**config.mk**
```make
export PLATFORM = sky130hd
export DESIGN_NAME = dmast_channel
export DESIGN_NICKNAME = d
export VERILOG_FILES = /design/src/hw/dmast_pkg.sv /design/src/hw/dmast_buf.sv /design/src/hw/dmast_channel.sv
export SDC_FILE = /design/constraint.sdc
export NUM_CORES = 1
export LEC_CHECK = 0
export ABC_CLOCK_PERIOD_IN_PS = 6420
export BUFFER_PORTS_ARGS = -buffer_cell sky130_fd_sc_hd__buf_2
export CAP_MARGIN = 20
export CORE_MARGIN = 4
export CORE_UTILIZATION = 25
export CTS_CLUSTER_DIAMETER = 40
export CTS_CLUSTER_SIZE = 30
export DETAILED_ROUTE_END_ITERATION = 7
export SYNTH_ARGS = -nofsm -noshare
export SYNTH_HDL_FRONTEND = slang
export SYNTH_SLANG_ARGS = --single-unit
```
**constraint.sdc**
```tcl
create_clock -name sys_clk -period 6.42 [get_ports sys_clk]
set_input_delay 1.284 -clock sys_clk [delete_from_list [all_inputs] [get_ports sys_clk]]
set_output_delay 1.284 -clock sys_clk [all_outputs]
set_load 0.05 [all_outputs]
```
**src/hw/dmast_pkg.sv**
```systemverilog
package dmast_pkg;
    // synchronization field encodings
    localparam logic [1:0] SYNC_NONE = 2'h0;
    localparam logic [1:0] SYNC_SRC  = 2'h1;
    localparam logic [1:0] SYNC_DST  = 2'h2;
    localparam logic [1:0] SYNC_BOTH = 2'h3;
    // bus kind encodings for source and destination
    localparam logic [1:0] BUS_ONCHIP = 2'h0;
    localparam logic [1:0] BUS_PRIM   = 2'h1;
    localparam logic [1:0] BUS_IO     = 2'h2;
    // base access cycle counts
    localparam int ONCHIP_RD_CYC = 1;
    localparam int ONCHIP_WR_CYC = 1;
    localparam int PRIM_EXT_RD_CYC = 1;
    localparam int IO_EXT_RD_CYC = 2;
    localparam int LOAD_CYC = 1;
    localparam int EXT_WR_CYC = 2;
    // wait-state field width and cycle counter width
    localparam int WS_W  = 4;
    localparam int CNT_W = 6;
    localparam int BUF_DEPTH = 2;
    localparam logic [CNT_W-1:0] CNT_ZERO = 6'h00;
endpackage

```
**src/hw/dmast_buf.sv**
```systemverilog
`timescale 1ns/100ps
module dmast_buf #(
    parameter int WIDTH = 32,
    parameter int DEPTH = 2
) (
    input  wire logic             sys_clk,
    input  wire logic             rst_b,
    input  wire logic             inValid,
    output logic                  inReady,
    input  wire logic [WIDTH-1:0] inData,
    output logic                  outValid,
    input  wire logic             outReady,
    output logic [WIDTH-1:0]      outData
);
    if (DEPTH != 2) begin : g_bad_depth
        $error("dmast_buf supports depth 2 only");
    end

    logic [WIDTH-1:0] mem_q [DEPTH];
    logic             wrPtr_q;
    logic             rdPtr_q;
    logic [1:0]       count_q;
    logic             push;
    logic             pop;

    assign inReady  = (count_q != 2'h2);
    assign outValid = (count_q != 2'h0);
    assign outData  = mem_q[rdPtr_q];
    assign push     = inValid && inReady;
    assign pop      = outValid && outReady;

    always_ff @(posedge sys_clk) begin
        if (push) begin
            mem_q[wrPtr_q] <= inData;
        end
    end

    always_ff @(posedge sys_clk or negedge rst_b) begin
        if (!rst_b) begin
            wrPtr_q <= 1'b0;
            rdPtr_q <= 1'b0;
            count_q <= 2'h0;
        end else begin
            if (push) wrPtr_q <= ~wrPtr_q;
            if (pop) rdPtr_q <= ~rdPtr_q;
            if (push && !pop) count_q <= count_q + 2'h1;
            else if (pop && !push) count_q <= count_q - 2'h1;
        end
    end
endmodule

```
**src/hw/dmast_channel.sv**
```systemverilog
`timescale 1ns/100ps
// Contract
// - sync 00: read and write freely when granted, ignore interrupts
// - global interrupt masking never modifies the interrupt-enable bits
// - sync 01: each read waits for a selected interrupt
// - sync 10: read at once; write waits for a selected interrupt
// - sync 11: read on one interrupt, write on the next
// - at most one word moved per two cycles
// - two channels share buses by taking turns, never concurrently
// - on-chip read one cycle, on-chip write one cycle
// - primary bus read: external cycle plus load; write two cycles
// - io bus read: two external cycles plus load; write two cycles
// - wait states lengthen accesses; read after write adds a half cycle (here a whole cycle, external read after external write only)
// - on-chip to on-chip transfer costs two cycles
// - only latched interrupt flags synchronize the channel
// - one interrupt selected for both ends enables read and write
module dmast_channel #(
    parameter int DATA_W = 32
) (
    input  wire logic                        sys_clk,
    input  wire logic                        rst_b,
    input  wire logic                        chanStart,
    input  wire logic                        chanStop,
    input  wire logic [1:0]                  syncMode,
    input  wire logic [1:0]                  srcBus,
    input  wire logic [1:0]                  dstBus,
    input  wire logic [dmast_pkg::WS_W-1:0]  read_wait_states,
    input  wire logic [dmast_pkg::WS_W-1:0]  write_wait_states,
    input  wire logic                        busGrant,
    input  wire logic                        srcIntFlag,
    input  wire logic                        dstIntFlag,
    input  wire logic                        sameIntSel,
    input  wire logic [DATA_W-1:0]           rdData,
    input  wire logic                        sinkReady,
    output logic                             rdStrobe,
    output logic                             wrStrobe,
    output logic [DATA_W-1:0]                sinkData,
    output logic                             sinkValid,
    output logic                             chanBusy,
    output logic                             intsMasked
);
    if (DATA_W < 1) begin : g_bad_width
        $error("dmast_channel needs a data width");
    end

    typedef enum logic [4:0] {
        ST_IDLE  = 5'h01,
        ST_RWAIT = 5'h02,
        ST_READ  = 5'h04,
        ST_WWAIT = 5'h08,
        ST_WRITE = 5'h10
    } dmast_state_t;

    localparam int CNT_W = dmast_pkg::CNT_W;

    function automatic logic [dmast_pkg::CNT_W-1:0] rdCycles(
        input logic [1:0] bk,
        input logic [dmast_pkg::WS_W-1:0] ws,
        input logic afterWr
    );
        logic [dmast_pkg::CNT_W-1:0] c;
        c = CNT_W'(dmast_pkg::ONCHIP_RD_CYC);
        // half-cycle penalty rounded up to a whole cycle at this clock
        if (bk == dmast_pkg::BUS_PRIM)
            c = CNT_W'(dmast_pkg::PRIM_EXT_RD_CYC + dmast_pkg::LOAD_CYC)
                + CNT_W'(ws) + CNT_W'(afterWr);
        else if (bk == dmast_pkg::BUS_IO)
            c = CNT_W'(dmast_pkg::IO_EXT_RD_CYC + dmast_pkg::LOAD_CYC)
                + CNT_W'(ws) + CNT_W'(afterWr);
        return c;
    endfunction

    function automatic logic [CNT_W-1:0] wrCycles(
        input logic [1:0] bk,
        input logic [dmast_pkg::WS_W-1:0] ws
    );
        logic [CNT_W-1:0] c;
        c = CNT_W'(dmast_pkg::ONCHIP_WR_CYC);
        if (bk != dmast_pkg::BUS_ONCHIP)
            c = CNT_W'(dmast_pkg::EXT_WR_CYC) + CNT_W'(ws);
        return c;
    endfunction

    dmast_state_t      state_q;
    dmast_state_t      state_d;
    logic [CNT_W-1:0]  cnt_q;
    logic              lastWasWr_q;
    logic              wrArmed_q;
    logic              bufReady;
    logic              bufValid;
    logic [DATA_W-1:0] bufData;
    logic              rdDone;
    logic              wrDone;
    logic              sinkFree;
    logic              rdGo;
    logic              wrGo;
    logic              afterWr;
    logic              needSrcInt;
    logic              needDstInt;
    logic              cntDone;

    // only latched flags from the interrupt controller are looked at
    assign needSrcInt = (syncMode == dmast_pkg::SYNC_SRC) ||
                        (syncMode == dmast_pkg::SYNC_BOTH);
    assign needDstInt = (syncMode == dmast_pkg::SYNC_DST) ||
                        (syncMode == dmast_pkg::SYNC_BOTH);
    assign cntDone = (cnt_q == dmast_pkg::CNT_ZERO);
    assign rdDone   = (state_q == ST_READ) && cntDone;
    assign wrDone   = (state_q == ST_WRITE) && cntDone;
    // a stalled sink word must drain before the next write may land
    assign sinkFree = !sinkValid || sinkReady;
    // busGrant carries both cpu arbitration and channel time slice
    assign rdGo     = busGrant && bufReady &&
                      (!needSrcInt || srcIntFlag);
    assign wrGo     = busGrant && (bufValid || rdDone) && sinkFree &&
                      (!needDstInt || wrArmed_q);
    // half-cycle penalty counts only for a read that follows an external write
    assign afterWr  = lastWasWr_q ||
                      (wrDone && dstBus != dmast_pkg::BUS_ONCHIP);

    // no idle cycle between words: one read plus one write per word
    // already keeps the rate at or below one word per two cycles
    always_comb begin
        state_d = state_q;
        unique case (state_q)
            ST_IDLE: begin
                if (chanStart) state_d = ST_RWAIT;
            end
            ST_RWAIT: begin
                if (rdGo) state_d = ST_READ;
            end
            ST_READ: begin
                if (cntDone) state_d = wrGo ? ST_WRITE : ST_WWAIT;
            end
            ST_WWAIT: begin
                if (wrGo) state_d = ST_WRITE;
            end
            ST_WRITE: begin
                // a synchronized read always waits again for a fresh flag
                if (cntDone)
                    state_d = (rdGo && !needSrcInt) ? ST_READ
                                                    : ST_RWAIT;
            end
            default: state_d = ST_IDLE;
        endcase
        if (chanStop) state_d = ST_IDLE;
    end

    always_ff @(posedge sys_clk or negedge rst_b) begin
        if (!rst_b) state_q <= ST_IDLE;
        else state_q <= state_d;
    end

    // access length counter; reads and writes each take >= 1 cycle
    always_ff @(posedge sys_clk or negedge rst_b) begin
        if (!rst_b) begin
            cnt_q <= dmast_pkg::CNT_ZERO;
        end else if (state_q != ST_READ && state_d == ST_READ) begin
            cnt_q <= rdCycles(srcBus, read_wait_states,
                              afterWr) - CNT_W'(1);
        end else if (state_q != ST_WRITE && state_d == ST_WRITE) begin
            cnt_q <= wrCycles(dstBus, write_wait_states)
                     - CNT_W'(1);
        end else if (!cntDone) begin
            cnt_q <= cnt_q - CNT_W'(1);
        end
    end

    always_ff @(posedge sys_clk or negedge rst_b) begin
        if (!rst_b) lastWasWr_q <= 1'b0;
        else if (state_q == ST_WRITE && cntDone)
            lastWasWr_q <= (dstBus != dmast_pkg::BUS_ONCHIP);
        else if (state_q == ST_READ && cntDone) lastWasWr_q <= 1'b0;
    end

    // write arming: sync 11 needs a second interrupt unless one line serves both
    always_ff @(posedge sys_clk or negedge rst_b) begin
        if (!rst_b) begin
            wrArmed_q <= 1'b0;
        end else if (state_q != ST_READ && state_d == ST_READ) begin
            wrArmed_q <= (syncMode == dmast_pkg::SYNC_BOTH) &&
                         sameIntSel;
        end else if (state_q == ST_WWAIT && dstIntFlag) begin
            wrArmed_q <= 1'b1;
        end else if (state_q == ST_WRITE) begin
            wrArmed_q <= 1'b0;
        end
    end

    // global masking is a private flag; enable bits are untouched here
    always_ff @(posedge sys_clk or negedge rst_b) begin
        if (!rst_b) intsMasked <= 1'b1;
        else begin
            unique case (state_d)
                ST_RWAIT: intsMasked <= !needSrcInt;
                ST_WWAIT: intsMasked <= !needDstInt;
                default:  intsMasked <= 1'b1;
            endcase
        end
    end

    dmast_buf #(
        .WIDTH (DATA_W),
        .DEPTH (dmast_pkg::BUF_DEPTH)
    ) u_buf (
        .sys_clk  (sys_clk),
        .rst_b    (rst_b),
        .inValid  (state_q == ST_READ && cntDone),
        .inReady  (bufReady),
        .inData   (rdData),
        .outValid (bufValid),
        .outReady (state_q == ST_WRITE && cntDone),
        .outData  (bufData)
    );

    // sink stalls hold the word and stall further writes
    always_ff @(posedge sys_clk or negedge rst_b) begin
        if (!rst_b) begin
            sinkValid <= 1'b0;
            sinkData  <= '0;
        end else if (state_q == ST_WRITE && cntDone) begin
            sinkValid <= 1'b1;
            sinkData  <= bufData;
        end else if (sinkReady) begin
            sinkValid <= 1'b0;
        end
    end

    always_ff @(posedge sys_clk or negedge rst_b) begin
        if (!rst_b) begin
            rdStrobe <= 1'b0;
            wrStrobe <= 1'b0;
            chanBusy <= 1'b0;
        end else begin
            rdStrobe <= (state_d == ST_READ);
            wrStrobe <= (state_d == ST_WRITE);
            chanBusy <= (state_d != ST_IDLE);
        end
    end
endmodule

```
; ---- Word-level counts from Yosys, hierarchy flattened
; Memory sizes are Yosys's and may differ from the RTL's. A register that Yosys moved wholly into a read port is not among the register bits.
; Cells that the tools add are included.
[totals]
memories = 1
ff_bits = 22
wordCells = 111
output_inout_bits = 37
ramBits = 64
[mem_list]
columns = memory, depth, word_bits, rd, rd_clocked_by_memory_dff, write_ports, line
row1 = u_buf.mem_q, 2, 32, 1, 1, 1, dmast_buf.sv:19  ; logic [WIDTH-1:0] mem_q [DEPTH];
[classes]
mux = 30
bitwise_logic = 2
n_eq_ne = 19
n_reduce_logical = 37
n_addsub = 10
[op_table]
columns = cell, count
row1 = 6-bit two-way mux, 8
row2 = 5-bit two-way mux, 8
row3 = 5-bit case mux with 5 select lines, 1
row4 = "6-bit by 1-bit subtractor with 6-bit output, second input constant", 3
row5 = 1-bit logical AND, 17
row6 = "2-bit by 4-bit adder with 5-bit output, first input constant", 3
row7 = 5-bit by 1-bit adder with 6-bit output, 2
row8 = "5-bit by 2-bit == test with 1-bit output, second input constant", 2
row9 = "5-bit by 3-bit == test with 1-bit output, second input constant", 2
row10 = "5-bit by 4-bit == test with 1-bit output, second input constant", 2
row11 = "5-bit == test, second input constant", 2
row12 = 2-bit nonzero test, 5
row13 = 1-bit two-way mux, 9
row14 = 1-bit logical OR, 7
row15 = "2-bit == test, second input constant", 3
row16 = 1-bit logical NOT, 6
row17 = 6-bit logical NOT, 1
row18 = "5-bit by 1-bit == test with 1-bit output, second input constant", 1
row19 = "5-bit by 1-bit != test with 1-bit output, second input constant", 1
row20 = "5-bit by 3-bit != test with 1-bit output, second input constant", 1
row21 = "5-bit != test, second input constant", 1
row22 = "2-bit by 1-bit == test with 1-bit output, second input constant", 2
row23 = 2-bit two-way mux, 2
row24 = 3-bit two-way mux, 1
row25 = 7 further kinds, 8

; ---- Longest topological paths before layout
[depth]
ltp_word = 17
depth_mapped = 15
ltp_nobuf = 14

; ---- Modules after synthesis
; From an unflattened synthesis, not the netlist that was laid out.
[hier_totals]
cells_unflattened = 405
hier_area_um2 = 5208.7
[modules_own_cells]
columns = mod, area_per_inst_um2, instances, seq_area_each_um2, cells_each
row1 = dmast_buf, 2658.8, 1, 2021.9, 118
row2 = dmast_channel, 2549.9, 1, 1253.7, 287

; ---- Worst setup path after synthesis
; Ideal clock, no wire load.
[synth_path]
path_type = input-to-reg
startpoint = in dstBus[1]
endpoint = reg cnt_q[5]
stages = 13
n_path_buf = 0
required_time_ns = 6.294
setup_slack_ns = 2.965
arrival_ns = 3.329
path_cell_list = nor2_1 nor2_1 or2_2 ha_1 inv_1 ha_1 xor2_1 o22ai_1 nor4b_1 a31oi_2 a2111oi_4 nand3_2 mux2i_1
[synth_between]
elab_chain_cells = 9
elab_cells_between_ends = 15
classes_between = add/sub (4) / mux (8) / reduce/logical (3)
[synth_rtl]
columns = item, line
row1 = start: declaration, dmast_channel.sv:26  ; input wire logic [1:0] dstBus,
row2 = 2-bit nonzero test (*), "dmast_channel.sv:79, dmast_channel.sv:119"
row3 = 1-bit logical AND, dmast_channel.sv:119  ; (wrDone && dstBus != dmast_pkg::BUS_ONCHIP);
row4 = 1-bit logical OR, dmast_channel.sv:118  ; assign afterWr = lastWasWr_q ||
row5 = 5-bit by 1-bit adder with 6-bit output, dmast_channel.sv:69  ; + CNT_W'(ws) + CNT_W'(afterWr);
row6 = 6-bit two-way mux, dmast_channel.sv:67  ; else if (bk == dmast_pkg::BUS_IO)
row7 = 6-bit two-way mux, dmast_channel.sv:64  ; if (bk == dmast_pkg::BUS_PRIM)
row8 = 6-bit two-way mux, dmast_channel.sv:158  ; end else if (state_q != ST_READ && state_d == ST_READ) begin
row9 = 6-bit by 1-bit subtractor with 6-bit output, dmast_channel.sv:160  ; afterWr) - CNT_W'(1);
row10 = 6-bit two-way mux (*), dmast_channel.sv:158
row11 = end signal: assignment, dmast_channel.sv:157  ; cnt_q <= dmast_pkg::CNT_ZERO;
row12 = end signal: assignment, dmast_channel.sv:159  ; cnt_q <= rdCycles(srcBus, read_wait_states,
row13 = end signal: assignment, dmast_channel.sv:162  ; cnt_q <= wrCycles(dstBus, write_wait_states)
row14 = end: declaration, dmast_channel.sv:86  ; logic [CNT_W-1:0] cnt_q;
; Mark *: on every way between the ends. The rest lies on a longest branch, timed or not. The select of a mux whose other input is x is not followed.
; A chain may end at the register's enable or synchronous reset.

; ---- Worst setup path in the final report
; Same ends and word-level chain as after synthesis.

==> run summary <==
The count of TritonRoute iterations in the first routing pass came out at 4. The cell depth of the worst hold path came out at 2. The worst hold path terminates at sinkData[18]$_DFFE_PN0P_. Of the synthesized area, sequential elements account for 66.1%. The clock latency on the worst-skew pair is 0.41 ns. The register bit count reported by yosys is about 120. The total detailed-routing wirelength came out at 11,300 um. The top-level port count came out at slightly above 90. From synthesis to final layout, the design area changed by 28.0%. The depth of the CTS H-tree is 4. sky130_fd_sc_hd__edfxtp_1 takes more of the synthesized area than any other cell. The final layout contains 539 nets. The run finished with clean final reports. Counting every instance in the synthesized netlist gives 376. The worst register-to-register path begins at state_q[1]$_DFF_PN0_. After synthesis, the cell types taking the most area are sky130_fd_sc_hd__edfxtp_1 (39%), sky130_fd_sc_hd__dfrtp_1 (26%), sky130_fd_sc_hd__mux2i_1 (6.9%). The count of routing violations after the opening detailed-route iteration is 99. The portion of netlist area occupied by mux cells came out at 6.87%.

The number of post-CTS setup repair buffers came out at 0. With fillers left out, the area of the finished cells amounts to approximately 6300 sq um. The synthesized-area fraction occupied by ao, oa, aoi and oai cells came out at 9.93%. The number of clock sinks came out at between 100 and 150. The async set or reset register ratio after synthesis is 45.8%.

The endpoint identified for the worst register-to-register timing path is cnt_q[4]$_DFFE_PN0P_. The count of flip-flops with a built-in enable after synthesis came out at 64. The die outline height came out at 149 um. The number of vias after detailed routing is 3,282. Global routing used between 10% and 20% of the available tracks. The endpoint arrival time on the critical path is 3.81 ns. The number of antenna violations at the first check in global routing came to 0. The worst setup path is captured at a flip-flop. The count of inserted antenna diode cells came out at 0. The floorplan step set the die width to roughly 150 um.

The hold-fix buffer count after cts is 0. The worst-case headroom to the max-slew limit came out at 40.0%. The worst path meets setup with 2.89 ns of slack.

The overall overflow remaining after global route is 0. The most common cell in the synthesized netlist is sky130_fd_sc_hd__edfxtp_1. The critical path is of the in -> reg type.

The via count of the first global-routing pass came out at 3,446. The count of nets left with antenna violations once routing finished came out at 0. The setup TNS after final layout is 0 ns.

The synthesized netlist contains 52 unique library cells. The worst reg-to-reg setup slack came out at around 3.2 ns. Once detailed placement completed, the half-perimeter wirelength came to 7550 um.

STA puts the critical path data required time at 6.70 ns. The total nets after synthesis came out at 438. In this run the most critical hold path is launched from sinkData[18]$_DFFE_PN0P_.

The maximum clock skew at final layout came out at 0.0104 ns. The achievable frequency is 283 MHz. The wire length of the first global-routing pass came out at 18,400 um. The number of buffers created by CTS is 17. The path class of the tightest hold or removal check is reg -> reg. The total design power came out at 1990 uW.

The cell area power density came out at 314 nW/um^2. The smallest clock period supported by the final layout is computed as 3.53 ns. The synthesized-area fraction occupied by xor and xnor cells is 1.94%. Setup repair after global routing left no endpoint under its margin. The primary flip-flop cell chosen by synthesis mapping is sky130_fd_sc_hd__edfxtp_1.

The number of hold-slack violations in the final timing report is 0. The per-cell routed wire length came out at 15.0 um. The worst-case reg-to-reg path depth is 11. The initialized floorplan defines just over 50 standard-cell rows. During synthesis, Yosys emitted a total of 0 warnings. The transition at the pin with the smallest max-transition slack is 0.900 ns. After synthesis, the largest family of logic cells by area is simple AND/OR/NAND/NOR gates.

The fraction of post-synthesis cell area in the top cell type by area came out at 38.8%. The area share of fa/ha/maj cells after synthesis is 1.77%. The number of input and output port buffers inserted is roughly 90. TritonCTS built the clock tree. Clock-pin slew was measured on the worst setup and hold paths at 0.06 ns. The number of DRC violations after detailed routing came out at 0. The total cell area at the placement stage is ~5700 sq um. The count of pins over their slew limit came out at 0. The final-report setup violation count is 0.

The fraction of final layout cells sized beyond drive strength 1 is between 30% and 40%. The startpoint type of the worst setup path is an input pin. The final RePlAce weighted congestion came out at around 0.83.

The root buffer cell chosen for the clock tree is sky130_fd_sc_hd__clkbuf_16. The placement-stage worst setup slack is around 2.5 ns. IR analysis of the VDD net gives a maximum drop of 0.000154 V. The total of max-cap violations came out at 0.

The synthesized area per cell came out at 13.2 sq um. Along the worst path, the maximum fanout reaches 5. The deepest clock path buffer count is 2. After synthesis, the most frequently instantiated cells are sky130_fd_sc_hd__edfxtp_1 (64), sky130_fd_sc_hd__dfrtp_1 (52), sky130_fd_sc_hd__nand2_1 (44), sky130_fd_sc_hd__o21ai_0 (35), sky130_fd_sc_hd__mux2i_1 (34).

In this run the cell area of the synthesized design comes to just under 5000 sq um. The number of resized instances in the post-cts repair step is 0. The area inside the core boundary is approximately 19,000 sq um. The initial standard-cell utilization of the core came out at roughly 25%.

Entering global routing, the biggest net connects 72 pins. The floorplan step defined a die boundary enclosing 22,100 sq um. In this run the static leakage power is 0.00260 uW. After detailed routing, the number of vias per cell comes to approximately 4.3. The post-synthesis simple-gate area fraction came out at a little under an eighth. In the finished design, the share of the clock period the worst path needs comes to roughly 55%.
cell type report:
class | count | area, sq um
inverters | 10 | 37.5
well taps | 265 | 332
clock buffers | 17 | 425
flip-flops and latches | 118 | 3280
multi-input cells | 235 | 1600
fillers | 1975 | 13100
repair buffers | 95 | 518
clock inverters | 15 | 154
registers in the layout, summed over array words and instances, names as in the netlist:
register       flops
cnt_q              6
u_buf.mem_q       64
chanBusy           1
lastWasWr_q        1
wrArmed_q          1
rdStrobe           1
u_buf.wrPtr_q      1
u_buf.rdPtr_q      1
u_buf.count_q      2
sinkData          32
wrStrobe           1
sinkValid          1
state_q            5
intsMasked         1
how the worst max path moves through the flow:
stage | startpoint | endpoint | slack, ns | cells past startpoint
after CTS | dstBus[1] | cnt_q[5]$_DFFE_PN0P_ | 2.96 | 14
after global routing | dstBus[1] | cnt_q[3]$_DFFE_PN0P_ | 2.67 | 14
after floorplan | dstBus[1] | cnt_q[5]$_DFFE_PN0P_ | 2.97 | 13
after global placement | dstBus[1] | cnt_q[5]$_DFFE_PN0P_ | 2.66 | 14
after detailed placement | dstBus[1] | cnt_q[5]$_DFFE_PN0P_ | 2.53 | 14
final | dstBus[1] | cnt_q[5]$_DFFE_PN0P_ | 2.89 | 14
kinds of logic after synthesis:
kind of cell | count (synthesis)
AO/OA/AOI/OAI | 70
multiplexers | 34
XOR/XNOR | 11
flip-flops | 118
AND/OR/NAND/NOR | 113
adder cells (fa/ha/maj) | 7
buffers and inverters | 23
per-stage QoR:
step | instances | hold WS (ns) | utilization (%)
6_report | 755 | 0.480 | 32.6
3_3_place_gp | 721 | 0.458 | 29.4
5_1_grt | 755 | 0.505 | 32.6
4_1_cts | 753 | 0.487 | 32.3
2_1_floorplan | 376 | 0.456 | -
3_5_place_dp | 721 | 0.472 | 29.4
report_power, final:
| part | internal, uW | switching (uW) | total, uW | leakage, uW |
|---|---|---|---|---|
| registers | 829 | 25.5 | 855 | 0.00130 |
| logic | 89.3 | 115 | 204 | 0.00102 |
| clock network | 573 | 357 | 930 | 0.000279 |
critical path, cell delays in order:
cell and delay (ns):
sky130_fd_sc_hd__buf_2 0.11, sky130_fd_sc_hd__nor2_1 0.32, sky130_fd_sc_hd__nor2_1 0.07, sky130_fd_sc_hd__or2_2 0.30, sky130_fd_sc_hd__ha_1 0.20, sky130_fd_sc_hd__inv_1 0.07, sky130_fd_sc_hd__ha_1 0.18, sky130_fd_sc_hd__xor2_1 0.16
sky130_fd_sc_hd__o22ai_1 0.12, sky130_fd_sc_hd__nor4b_1 0.34, sky130_fd_sc_hd__a31oi_2 0.13, sky130_fd_sc_hd__a2111oi_4 0.29, sky130_fd_sc_hd__nand3_2 0.11, sky130_fd_sc_hd__mux2i_1 0.14
routing by layer:
| metal | vias to the layer above | global-route usage [%] | share of wire (%) |
|---|---|---|---|
| met5 | - | 0 | 0 |
| met4 | 0 | 4.26 | 1.5 |
| met3 | 12 | 2.98 | 4.6 |
| met2 | 76 | 17.9 | 49 |
| met1 | 1617 | 13.3 | 45 |
| li1 | 1577 | - | - |
layout by cell type, fill, tap and decap left out, drive strengths merged, types with 14 or more instances in the layout:
| cell type | instances |
|---|---|
| buf | 95 |
| clkbuf | 17 |
| dfrtp | 52 |
| edfxtp | 64 |
| inv | 14 |
| mux2i | 34 |
| nand2 | 44 |
| nor2 | 23 |
| o21ai | 36 |
No activity file was read; power rests on OpenSTA's default activity.
